`config.mk`:
```
export PLATFORM = sky130hd
export DESIGN_NAME = usb_frame_timing_counters
export DESIGN_NICKNAME = d
export VERILOG_FILES = /design/src/logic/frame_timing_pkg.sv /design/src/logic/usb_frame_timing_counters.sv
export VERILOG_INCLUDE_DIRS = /design/src /design/src/logic
export SDC_FILE = /design/constraint.sdc
export NUM_CORES = 1
export LEC_CHECK = 0
export BUFFER_PORTS_ARGS = -buffer_cell sky130_fd_sc_hd__buf_2
export CAP_MARGIN = 0
export CORE_ASPECT_RATIO = 1.25
export CORE_UTILIZATION = 50
export CTS_CLUSTER_SIZE = 14
export DETAILED_ROUTE_END_ITERATION = 10
export PLACE_DENSITY = 0.78
export SLEW_MARGIN = 20
export SYNTH_ARGS = -nofsm -noshare
export SYNTH_HDL_FRONTEND = slang
export SYNTH_SLANG_ARGS = --single-unit
```
`constraint.sdc`:
```
create_clock -name core_clk -period 3.6 [get_ports core_clk]
set_input_delay 0.18 -clock core_clk [delete_from_list [all_inputs] [get_ports core_clk]]
set_output_delay 0.18 -clock core_clk [all_outputs]
set_load 0.005 [all_outputs]
```
`src/logic/frame_timing_map.svh`:
```
// register offsets, field positions and timing figures of the frame timing counters
`ifndef FRAME_TIMING_MAP_SVH
`define FRAME_TIMING_MAP_SVH

`define TIME_LEFT_OFS 8'h38
`define SOF_COUNTER_OFS 8'h3c
`define ADDR_W 8

`define CNT_W 14
`define CNT_MSB 13
`define TOGGLE_BIT 31
`define SOF_CNT_W 16
`define SOF_CNT_MAX 16'hffff

`define PERIOD_RESET 14'h2edf
`define TIME_LEFT_RESET 14'h0000
`define SOF_COUNT_RESET 16'h0000

`define SOF_STATUS_BIT 2

`define CORE_MHZ 250
`define BIT_RATE_MHZ 12
`define BIT_ACC_W 9

`endif

```
`src/logic/frame_timing_pkg.sv`:
```
// types shared by the frame timing counters
package frame_timing_pkg;

  typedef enum logic [1:0] {
    seq_idle,
    seq_wait_sof,
    seq_write,
    seq_open
  } frame_state_type;

  typedef logic [13:0] bit_count_type;
  typedef logic [15:0] sof_count_type;

endpackage : frame_timing_pkg

```
`src/logic/usb_frame_timing_counters.sv`:
```
// frame remaining down counter, toggle copy and frame number counter of a usb host core
// Overview of operation
// a 14-bit down counter holds the bit times left in the frame, read in the low bits.
// the counter steps down by one on each bit time and sits in bits 13 to 0.
// at zero it reloads from the interval period length on the next bit-time boundary.
// each time it reaches zero the interval toggle is copied into bit 31 of the register.
// entering run reloads the counter from the period length, new values apply from next frame.
// the frame number steps up on every reload and shows in bits 13 to 0.
// the frame number rolls over to zero after ffff.
// the frame number steps up once when the run state is entered.
// the new frame number goes to the host area after the start token, before descriptor fetch.
// after that write completes the start-of-frame status bit 2 is set.
// software writes reserved bits of both registers as zero only.
// software may extend the frame number to a 32-bit count of its own.
// software may compare toggle copy and interval toggle to see a new period take effect.
// software inverts the interval toggle whenever it writes a new period length.
// the period length is 14 bits of bit times with a nominal reset value of 11999.
// one bit-time tick is derived from the 12 Mbit/s rate and drives counter and reload.
`timescale 1ns/1ps
`default_nettype none
`include "frame_timing_map.svh"

module usb_frame_timing_counters #(
  parameter int CORE_MHZ = `CORE_MHZ,
  parameter int BIT_RATE_MHZ = `BIT_RATE_MHZ
) (
  input wire logic core_clk,
  input wire logic rstn,
  input wire logic run_state,
  input wire logic [13:0] period_length,
  input wire logic interval_toggle,
  input wire logic [7:0] reg_addr,
  input wire logic reg_wr,
  input wire logic [31:0] reg_wdata,
  output logic [31:0] reg_rdata,
  input wire logic sof_sent,
  output logic hca_wr_req,
  output logic [15:0] hca_wr_data,
  input wire logic hca_wr_done,
  output logic desc_fetch_allow,
  output logic sof_status_set,
  output logic bit_tick
);

  if (BIT_RATE_MHZ < 1 || BIT_RATE_MHZ >= CORE_MHZ || CORE_MHZ >= (1 << `BIT_ACC_W)) begin : g_rate_check
    $error("bit rate must be below core rate and core rate must fit the accumulator");
  end

  localparam logic [`BIT_ACC_W-1:0] ACC_STEP = `BIT_ACC_W'(BIT_RATE_MHZ);
  localparam logic [`BIT_ACC_W-1:0] ACC_WRAP = `BIT_ACC_W'(CORE_MHZ);

  function automatic logic addr_hit(input logic [7:0] a, input logic [7:0] ofs);
    addr_hit = (a == ofs);
  endfunction : addr_hit

  logic [`BIT_ACC_W-1:0] acc_ff;
  logic [`BIT_ACC_W-1:0] nxt_acc;
  logic tick_ff;
  frame_timing_pkg::bit_count_type left_ff;
  logic toggle_copy_ff;
  frame_timing_pkg::sof_count_type sof_count_ff;
  frame_timing_pkg::frame_state_type state_ff;
  logic run_d_ff;
  logic run_entry;
  logic reload;
  logic wr_left;
  logic wr_count;
  logic sof_status_ff;
  logic req_ff;
  logic [15:0] hca_data_ff;

  // fractional tick
  // accumulator keeps the average tick rate exact although 250/12 is not whole
  always_comb begin
    nxt_acc = acc_ff + ACC_STEP;
    if (nxt_acc >= ACC_WRAP) begin
      nxt_acc = nxt_acc - ACC_WRAP;
    end
  end

  always_ff @(posedge core_clk or negedge rstn) begin
    if (!rstn) begin
      acc_ff <= '0;
      tick_ff <= 1'b0;
    end else begin
      acc_ff <= nxt_acc;
      tick_ff <= (acc_ff + ACC_STEP) >= ACC_WRAP;
    end
  end

  assign bit_tick = tick_ff;

  always_ff @(posedge core_clk or negedge rstn) begin
    if (!rstn) begin
      run_d_ff <= 1'b0;
    end else begin
      run_d_ff <= run_state;
    end
  end

  assign run_entry = run_state && !run_d_ff;
  // reload at boundary
  assign reload = run_state && run_d_ff && tick_ff && (left_ff == '0);
  assign wr_left = reg_wr && addr_hit(reg_addr, `TIME_LEFT_OFS);
  assign wr_count = reg_wr && addr_hit(reg_addr, `SOF_COUNTER_OFS);

  // bit-time-left down counter
  always_ff @(posedge core_clk or negedge rstn) begin
    if (!rstn) begin
      left_ff <= `TIME_LEFT_RESET;
    end else if (run_entry) begin
      // reload on run entry
      // R15 14-bit period of bit times
      left_ff <= period_length;
    end else if (reload) begin
      // load period length
      left_ff <= period_length;
    end else if (run_state && tick_ff) begin
      // one per bit time
      left_ff <= left_ff - 14'h0001;
    end else if (wr_left) begin
      // write sticks unless run entry, a reload or a running tick falls in the same cycle; the counter wins then
      // software visible value
      left_ff <= reg_wdata[`CNT_MSB:0];
    end
  end

  // toggle copy follows the interval toggle at each zero
  always_ff @(posedge core_clk or negedge rstn) begin
    if (!rstn) begin
      toggle_copy_ff <= 1'b0;
    end else if (reload || run_entry) begin
      // copy toggle
      toggle_copy_ff <= interval_toggle;
    end else if (wr_left) begin
      toggle_copy_ff <= reg_wdata[`TOGGLE_BIT];
    end
  end

  // frame number counter
  always_ff @(posedge core_clk or negedge rstn) begin
    if (!rstn) begin
      sof_count_ff <= `SOF_COUNT_RESET;
    end else if (reload || run_entry) begin
      // step on reload or run entry
      // wraps from ffff to zero
      sof_count_ff <= (sof_count_ff == `SOF_CNT_MAX) ? 16'h0000 : sof_count_ff + 16'h0001;
    end else if (wr_count) begin
      // bits 15:14 hidden from software, kept so the host area sees all 16
      sof_count_ff <= {sof_count_ff[15:14], reg_wdata[`CNT_MSB:0]};
    end
  end

  // frame boundary sequence: start token, host area write, then descriptor fetch
  always_ff @(posedge core_clk or negedge rstn) begin
    if (!rstn) begin
      state_ff <= frame_timing_pkg::seq_idle;
      req_ff <= 1'b0;
      hca_data_ff <= '0;
      sof_status_ff <= 1'b0;
    end else begin
      sof_status_ff <= 1'b0;
      if (!run_state) begin
        state_ff <= frame_timing_pkg::seq_idle;
        req_ff <= 1'b0;
      end else if (reload || run_entry) begin
        // a new boundary restarts the sequence even if the last one hung
        state_ff <= frame_timing_pkg::seq_wait_sof;
        req_ff <= 1'b0;
      end else begin
        case (state_ff)
          frame_timing_pkg::seq_idle: begin
            state_ff <= frame_timing_pkg::seq_idle;
          end
          frame_timing_pkg::seq_wait_sof: begin
            // write after token
            if (sof_sent) begin
              state_ff <= frame_timing_pkg::seq_write;
              req_ff <= 1'b1;
              hca_data_ff <= sof_count_ff;
            end
          end
          frame_timing_pkg::seq_write: begin
            if (hca_wr_done) begin
              state_ff <= frame_timing_pkg::seq_open;
              req_ff <= 1'b0;
              // status after write
              sof_status_ff <= 1'b1;
            end
          end
          frame_timing_pkg::seq_open: begin
            state_ff <= frame_timing_pkg::seq_open;
          end
          default: begin
            state_ff <= frame_timing_pkg::seq_idle;
            req_ff <= 1'b0;
          end
        endcase
      end
    end
  end

  assign hca_wr_req = req_ff;
  assign hca_wr_data = hca_data_ff;
  assign sof_status_set = sof_status_ff;
  // descriptors only after the write
  assign desc_fetch_allow = (state_ff == frame_timing_pkg::seq_open);

  // reserved bits read as zero
  always_comb begin
    reg_rdata = 32'h0000_0000;
    if (addr_hit(reg_addr, `TIME_LEFT_OFS)) begin
      reg_rdata[`TOGGLE_BIT] = toggle_copy_ff;
      reg_rdata[`CNT_MSB:0] = left_ff;
    end else if (addr_hit(reg_addr, `SOF_COUNTER_OFS)) begin
      reg_rdata[`CNT_MSB:0] = sof_count_ff[`CNT_MSB:0];
    end
  end

endmodule : usb_frame_timing_counters

`default_nettype wire

```
### After elaboration in Yosys (flattened, before gate mapping)

Index checks and enable logic that the tools add are counted.

| operators by class | value |
|---|---|
| add/sub/neg operators | 4 |
| $lt $le $gt $ge | 1 |
| eq/ne operators | 9 |
| muxes and demuxes | 27 |
| bitwise gates (word level) | 1 |
| reductions and logical operators | 17 |

Operators by type and width:

| operator | count |
|---|---|
| 2-to-1 mux 14 bit | 7 |
| 2-to-1 mux 16 bit | 2 |
| adder 16 x 1 -> 16 bit (second input constant) | 1 |
| equality test 16 bit (second input constant) | 1 |
| equality test 8 x 6 -> 1 bit (second input constant) | 2 |
| zero test 14 bit | 1 |
| subtractor 14 x 1 -> 14 bit (second input constant) | 1 |
| 2-to-1 mux 1 bit | 11 |
| adder 9 x 4 -> 9 bit (second input constant) | 1 |
| greater-or-equal comparator 9 x 8 -> 1 bit (second input constant) | 1 |
| 2-to-1 mux 9 bit | 1 |
| subtractor 9 x 8 -> 9 bit (second input constant) | 1 |
| 2-to-1 mux 2 bit | 4 |
| inequality test 4 bit (second input constant) | 2 |
| one-hot mux 2 bit (4 select lines) | 1 |
| logical AND 1 bit | 7 |
| equality test 2 bit (second input constant) | 2 |
| inequality test 4 x 1 -> 1 bit (second input constant) | 1 |
| AND reduction 4 bit | 1 |
| nonzero test 2 bit | 2 |
| nonzero test 4 bit | 1 |
| AND reduction 3 bit | 1 |
| equality test 2 x 1 -> 1 bit (second input constant) | 1 |
| zero test 2 bit | 1 |
| other kinds (5) | 5 |

| storage, ports and cells | value |
|---|---|
| bits in registers | 62 |
| input bits | 61 |
| output and inout bits | 52 |
| logic and storage cells | 70 |

### Depth between registers and ports, before layout

Gate-level depths: netlist of the first run.

| depth | value |
|---|---|
| depth in word-level cells | 6 |
| mapped depth | 9 |
| gate-level depth less buffers | 7 |

### Worst setup path before layout of the first run

Ideal clock, no wire load.

| timing path | value |
|---|---|
| path kind | register to register |
| start | register acc_ff[2] |
| end | register acc_ff[5] |
| library setup time | 0.080 ns |
| arrival | 2.247 ns |
| data required time | 3.520 ns |
| setup slack | 1.273 ns |
| stages on the path, launching flop included | 8 |
| path buffers | 0 |
| clock period less this slack | 2.327 ns |
| cell sequence | dfrtp_1 > inv_1 > ha_1 > or3b_2 > a2111oi_0 > o211ai_1 > a21boi_0 > xnor2_1 |

| between the ends | value |
|---|---|
| cells in the longest elaborated chain, start to end | 3 |

RTL lines:

| what | RTL line | text |
|---|---|---|
| start: declaration | usb_frame_timing_counters.sv:56 | `` logic [`BIT_ACC_W-1:0] acc_ff; `` |
| start signal: assignment | usb_frame_timing_counters.sv:86 | `acc_ff <= nxt_acc;` |
| adder 9 x 4 -> 9 bit (*) | usb_frame_timing_counters.sv:75 | `nxt_acc = acc_ff + ACC_STEP;` |
| subtractor 9 x 8 -> 9 bit / greater-or-equal comparator 9 x 8 -> 1 bit (equally long branches) | usb_frame_timing_counters.sv:77, usb_frame_timing_counters.sv:76 |  |
| 2-to-1 mux 9 bit (*) | usb_frame_timing_counters.sv:76 | `if (nxt_acc >= ACC_WRAP) begin` |
| via nxt_acc[5] | usb_frame_timing_counters.sv:57 | `` logic [`BIT_ACC_W-1:0] nxt_acc; `` |

The timed path passes the listed nets; every way through them passes the cells marked *.
A chain may end at the register's enable or synchronous reset.

### Worst setup path after layout of the first run

| timing path | value |
|---|---|
| start | register sof_count_ff[0] |
| end | register sof_count_ff[13] |

| between the ends | value |
|---|---|
| cells in the longest elaborated chain, start to end | 3 |

RTL lines:

| what | RTL line | text |
|---|---|---|
| start: declaration | usb_frame_timing_counters.sv:61 | `frame_timing_pkg::sof_count_type sof_count_ff;` |
| start signal: assignment | usb_frame_timing_counters.sv:143 | `` sof_count_ff <= `SOF_COUNT_RESET; `` |
| start signal: assignment | usb_frame_timing_counters.sv:147 | `` sof_count_ff <= (sof_count_ff == `SOF_CNT_MAX) ? 16'h0000 : sof_count_ff + 16'h0001; `` |
| start signal: assignment | usb_frame_timing_counters.sv:150 | `` sof_count_ff <= {sof_count_ff[15:14], reg_wdata[`CNT_MSB:0]}; `` |
| adder 16 x 1 -> 16 bit / equality test 16 bit (equally long branches) | n/a |  |
| 2-to-1 mux 16 bit (*) | usb_frame_timing_counters.sv:147 |  |
| 2-to-1 mux 16 bit (*) | usb_frame_timing_counters.sv:144 | `end else if (reload \|\| run_entry) begin` |

Mark *: on every way between the ends. The rest lies on a longest branch, timed or not. The select of a mux whose other input is x is not followed.

==> results of run 1 <==
[placed cells by master (no fill, tap or decap), drive strengths merged, types with 4 or more instances in the layout]
master,count
a211oi,4
a21o,4
a21oi,14
a221o,8
a22o,15
a31oi,4
and3,7
buf,82
clkbuf,12
conb,17
dfrtp,61
ha,12
inv,14
mux2,16
mux2i,4
nand2,33
nand3,17
nand4,6
nor2,23
nor2b,4
nor3,12
nor3b,4
nor4,9
o21ai,18
o31ai,4
xnor2,7
xor2,5
[metrics by stage]
| step | hold WS [ps] | utilization | total power [mW] | instances |
|---|---|---|---|---|
| 6_report | 37.7 | 0.592 | 1.72 | 566 |
| 3_5_place_dp | 358 | 0.564 | 1.10 | 550 |
| 4_1_cts | 33.0 | 0.592 | 1.73 | 566 |
| 2_1_floorplan | -116 | - | 0.987 | 411 |
| 5_1_grt | 27.8 | 0.592 | 1.80 | 566 |
| 3_3_place_gp | 346 | 0.564 | 1.09 | 550 |
[per-layer routing]
metal,share of wire,GRT usage
met4,0.026,0.0965
met3,0.072,0.0679
met2,0.50,0.453
met5,0,0
met1,0.40,0.311
[flip-flops by register name, summed over array words and instances, names as in the netlist]
name            count
left_ff            14
state_ff            2
hca_wr_req          1
bit_tick            1
sof_status_set      1
sof_count_ff       16
run_d_ff            1
toggle_copy_ff      1
acc_ff              8
hca_wr_data        16
[cells by family after synthesis]
family          after synthesis
compound gates              102
flops                        61
xor+xnor                     12
fa+ha+maj                    12
other cells                   1
simple gates                138
buf+inv                      49
mux                          20
[worst max-delay path by stage]
| stage | startpoint | endpoint | slack (ps) | cells past startpoint |
|---|---|---|---|---|
| floorplan | acc_ff[2] | acc_ff[5] | 1270 | 7 |
| global placement | sof_count_ff[0] | sof_count_ff[5] | 880 | 6 |
| detailed placement | sof_count_ff[0] | sof_count_ff[5] | 820 | 6 |
| CTS | sof_count_ff[0] | sof_count_ff[5] | 810 | 6 |
| global route | sof_count_ff[0] | sof_count_ff[13] | 540 | 6 |
| finish | sof_count_ff[0] | sof_count_ff[13] | 770 | 6 |
[worst max-delay path, cell delays in order, from the launching register on]
cell,delay [ps]
dfrtp_1,450
ha_1,210
nand3_1,200
or4_1,630
o22ai_1,700
o21ai_0,210
a221o_1,320
[cell type report]
| class | count | share of cell area |
|---|---|---|
| sequential | 61 | 0.350 |
| timing repair buffer | 83 | 0.0988 |
| inverter | 14 | 0.0121 |
| multi-input combinational | 301 | 0.467 |
| tap | 92 | 0.0264 |
| clock inverter | 3 | 0.0103 |
| clock buffer | 12 | 0.0356 |
[report_power, final]
part,switching [mW],leakage (nW),internal (mW)
clock,0.269,0.0947,0.354
combinational,0.130,1.17,0.127
sequential,0.0781,0.761,0.758
[timing repair]
item | in CTS | in global routing
hold buffers | 1 | 0
endpoints found under the hold margin | 10 | 0
gates resized for setup | 0 | 0
endpoints found under the setup margin | 0 | 0
==> impl_metrics.json, run 1 <==
{
  "run_status": "finished clean",
  "setup_viol": 0,
  "cts_max_level": 3,
  "postCtsSetupRepairBufs": 0,
  "numCtsBuffers": 9,
  "final_area_um2": 4360,
  "syn_inst": 395,
  "critical_path.endpoint_type": "register",
  "hp-start": "interval_toggle",
  "cts_tree": "built",
  "synthSimpleGateAreaFrac": 0.197,
  "leakage_nw": 2.02,
  "hold_path_depth": 3,
  "fin_ws_ps": 768,
  "dp_slack_ps": 818,
  "ant_nets": 0,
  "grt_max_degree": 40,
  "reg2reg_depth": 6,
  "dr.pass1.iters": 5,
  "synth.most_common_cell": "dfrtp_1",
  "grt_pass1_vias": 3213,
  "insertion_delay_ps": 340,
  "wl_per_cell_um": 17.1,
  "ys_seq_elements": 61,
  "fin_crit_sh": 0.787,
  "worst-path-max-fanout": 11,
  "synth-xor-area-share": 0.0279,
  "tightestPinTransition_ps": 905,
  "grt_pass1_wl_um": 15700,
  "globalplace.congestion": 0.893,
  "power_density_nw_per_um2": 394,
  "first_iter_violations": 223,
  "synth_top_area_frac": 0.405,
  "initial_core_util": 0.513,
  "critPathRequiredTime_ps": 3820,
  "dieArea_um2": 7900,
  "regArea_um2": 1530,
  "antenna_found_initial": 0,
  "cp-start-kind": "register",
  "timing.rr.end": "sof_count_ff[13]",
  "max_slew_margin": 0.396,
  "cts_sinks": 61,
  "yosysTopAreaCell": "dfrtp_1",
  "cap_violations": 0,
  "period_minus_slack_ps": 2830,
  "fmax_mhz": 353,
  "placed_area_um2": 4150,
  "synthAdderAreaFrac": 0.0398,
  "clock-root-buffer": "clkbuf_8",
  "synthTopCellsByCount": "dfrtp_1, nand2_1, nor2_1",
  "seq_area_frac_synth": 0.405,
  "clock_skew_ps": 13.1,
  "syn_avg_cell_area_um2": 9.55,
  "synthTopCellsByArea": "dfrtp_1, mux2_2, ha_1",
  "synthArstFlopShare": 1.00,
  "ios": 113,
  "clk_pin_slew_worst_paths_ps": 80,
  "synth-compound-area-share": 0.199,
  "ff2ff_setup_slack_ps": 770,
  "synth_edf_count": 0,
  "diodes": 0,
  "peakVddDrop_mv": 0.243,
  "netlist_area_um2": 3770,
  "drc": 0,
  "cts.path.max_buffers": 2,
  "port_buffers": 78,
  "die_w_um": 79.7,
  "vias": 3400,
  "nFillCells": 663,
  "nets": 543,
  "maxSlewViolCount": 0,
  "synth_flop_cell": "dfrtp_1",
  "hold_viol_final": 0,
  "rsz0062_at_grt": "no",
  "grt-ovfl-total": 0,
  "synth_warnings": 0,
  "setup_tns_ps": 0,
  "hpwlAfterDp_um": 7180,
  "hp-class": "in -> reg",
  "wl_um": 9690,
  "r2r-start": "sof_count_ff[0]",
  "synthMuxAreaShare": 0.0584,
  "drive_gt1_frac": 0.259,
  "cp.arrival_ps": 3060,
  "core-area_um2": 7360,
  "setup.worst_path.class": "reg -> reg",
  "vias_per_cell": 6.01,
  "fp.dieH_um": 99.1,
  "areaGrowthSynthToFinish_pct": 15.5,
  "grt_usage": 0.263,
  "rows": 35,
  "min_to": "toggle_copy_ff",
  "multi_input_area_um2": 2030,
  "synth_top_family_by_area": "compound AO/OA/AOI/OAI gates",
  "yosysUniqueCellTypes": 65
}
(Power assumes the default switching activity.)
==> inputs of run 2 (changes only) <==
==> constraint.sdc (replaced) <==
create_clock -name core_clk -period 2.8 [get_ports core_clk]
set_input_delay 0.14 -clock core_clk [delete_from_list [all_inputs] [get_ports core_clk]]
set_output_delay 0.14 -clock core_clk [all_outputs]
set_load 0.005 [all_outputs]
==> run 2 against run 1 <==
First-iteration DRC count fell by 11%. Design area increased by 1.8%. Total power up 26%. Combinational power grew 32%. Flip-flop and latch count unchanged. Maximum frequency is 4.2% higher. Utilization grew 1.1 points. Largest power group unchanged.
==> impl_metrics.json, run 2 (synthesis gave the netlist of run 1 again) <==
{
  "clk_pin_slew_worst_paths_ps": 60,
  "combPwrFrac": 0.157,
  "hpwlAfterDp_um": 7290,
  "cap_violations": 0,
  "peakVddDrop_mv": 0.341,
  "setup_viol": 0,
  "max_slew_margin": 0.431,
  "clock-root-buffer": "clkbuf_8",
  "grt_max_degree": 39,
  "crit_path_max_incr_delay_ps": 560,
  "utilization": 0.603,
  "fin_crit_sh": 0.971,
  "dr.pass1.iters": 4,
  "cts_max_level": 3,
  "grt_pass1_wl_um": 16000,
  "critPathRequiredTime_ps": 3070,
  "swShare": 0.283,
  "drc": 0,
  "cts.path.max_buffers": 2,
  "hp-class": "in -> reg",
  "timing.rr.end": "acc_ff[5]",
  "grt_pass1_vias": 3408,
  "cp_top_family": "compound AO/OA/AOI/OAI gates",
  "critical_path.endpoint_type": "register",
  "vias": 3433,
  "rows": 35,
  "internal_power_mw": 1.55,
  "final_common_cell": "buf_2",
  "wl_per_cell_um": 17.1,
  "dp.cells": 556,
  "ios": 113,
  "ant_nets": 0,
  "tightestPinTransition_ps": 853,
  "cp.arrival_ps": 2990,
  "diodes": 0,
  "setup.worst_path.class": "reg -> reg",
  "port_buffers": 78,
  "drive_gt1_frac": 0.264,
  "nets": 554,
  "power_mw": 2.16,
  "areaGrowthSynthToFinish_pct": 17.6,
  "wl_um": 9850,
  "cts_sinks": 61,
  "power_density_nw_per_um2": 488,
  "vias_per_cell": 5.95,
  "antenna_found_initial": 0,
  "first_iter_violations": 199,
  "cts_tree": "built",
  "p_seq_frac": 0.497,
  "period_minus_slack_ps": 2720,
  "fin_cells": 577,
  "insertion_delay_ps": 350,
  "grt-ovfl-total": 0,
  "slowest_stage": "a2111oi_1",
  "reg2reg_depth": 7,
  "worst-path-max-fanout": 8,
  "dieArea_um2": 7900,
  "leakage_nw": 2.06,
  "globalplace.congestion": 0.899,
  "maxSlewViolCount": 0,
  "fmax_mhz": 368,
  "pwr-share-clk": 0.346,
  "nFillCells": 647,
  "initial_core_util": 0.513,
  "fp.dieH_um": 99.1,
  "run_status": "finished clean",
  "cp-start-kind": "register",
  "hold_path_depth": 3,
  "path_cells": "inv_1, ha_1, or3b_2, a2111oi_1, o211ai_1, a21boi_0, xnor2_1",
  "final_cell_mix": "buf_2, dfrtp_1, nand2_1",
  "ff2ff_setup_slack_ps": 80,
  "min_to": "left_ff[0]",
  "p_switching_uw": 612,
  "hold_viol_final": 0,
  "critical_path.n_buffers_inverters": 1,
  "grt_usage": 0.267,
  "die_w_um": 79.7,
  "clock_skew_ps": 10.8,
  "r2r-start": "acc_ff[3]",
  "hp-start": "period_length[0]",
  "numCtsBuffers": 9,
  "core-area_um2": 7360
}
run 2: cell count changes in the layout (fill, tap and decap cells not counted):
cell,previous run,this run
clkbuf_8,11,9
a2111oi_1,0,1
clkbuf_1,1,2
dlygate4sd3_1,1,6
buf_4,4,10
clkinv_2,0,1
a2111oi_0,3,2
run 2: power by group through the flow:
stage | Combinational [mW] | Clock [mW] | Sequential, mW
2_1_floorplan | 0.209 | 0 | 1.06
3_3_place_gp | 0.321 | 0 | 1.09
3_5_place_dp | 0.334 | 0 | 1.09
4_1_cts | 0.342 | 0.763 | 1.07
5_1_grt | 0.380 | 0.802 | 1.09
6_report | 0.340 | 0.748 | 1.07
run 2: layout make-up:
type / instances / area [um^2] / share of cell area
clock buffers: 11 / 131 / 0.0296
clock inverters: 4 / 50.0 / 0.0113
inverters: 14 / 52.6 / 0.0118
multi-input cells: 301 / 2030 / 0.459
flip-flops and latches: 61 / 1530 / 0.344
well taps: 92 / 115 / 0.0260
repair buffers: 94 / 526 / 0.118
run 2: worst min-delay path: cells and delay by family:
family / cells / cell delay, ps
buffers and inverters: 1 / 80
and+or+nand+nor: 1 / 40
AOI/OAI and AO/OA: 1 / 60
run 2: timing repair:
action / in CTS / in global routing
endpoints found under the hold margin: 42 / 0
setup buffers: 0 / 0
hold buffers: 6 / 0
gates resized for setup: 0 / 1
endpoints found under the setup margin: 0 / 6
run 2: worst max path at each step:
stage / start / to / slack (ps) / depth (start not counted)
after detailed placement: acc_ff[3] / acc_ff[5] / 180 / 7
after global routing: acc_ff[3] / acc_ff[5] / -130 / 7
after CTS: acc_ff[3] / acc_ff[5] / 160 / 7
after global placement: acc_ff[3] / acc_ff[5] / 310 / 7
final: acc_ff[3] / acc_ff[5] / 80 / 7
after floorplan: acc_ff[2] / acc_ff[5] / 470 / 7
run 2: routing by layer:
layer  up-vias  track usage  wire length [um]
met2       140        0.444              4840
li1       1617            -                 -
met3        34       0.0578               618
met1      1642        0.306              3960
met5         -       0.0267                 0
met4         0        0.166               442
run 2: through the flow:
step	setup WS (ps)	hold WS (ps)	instance area, um^2	setup TNS [ps]
3_3_place_gp	312	282	4190	0
4_1_cts	162	1.98	4430	0
6_report	81.5	10.4	4440	0
5_1_grt	-126	10.5	4440	-353
2_1_floorplan	473	-156	3830	0
3_5_place_dp	175	292	4190	0
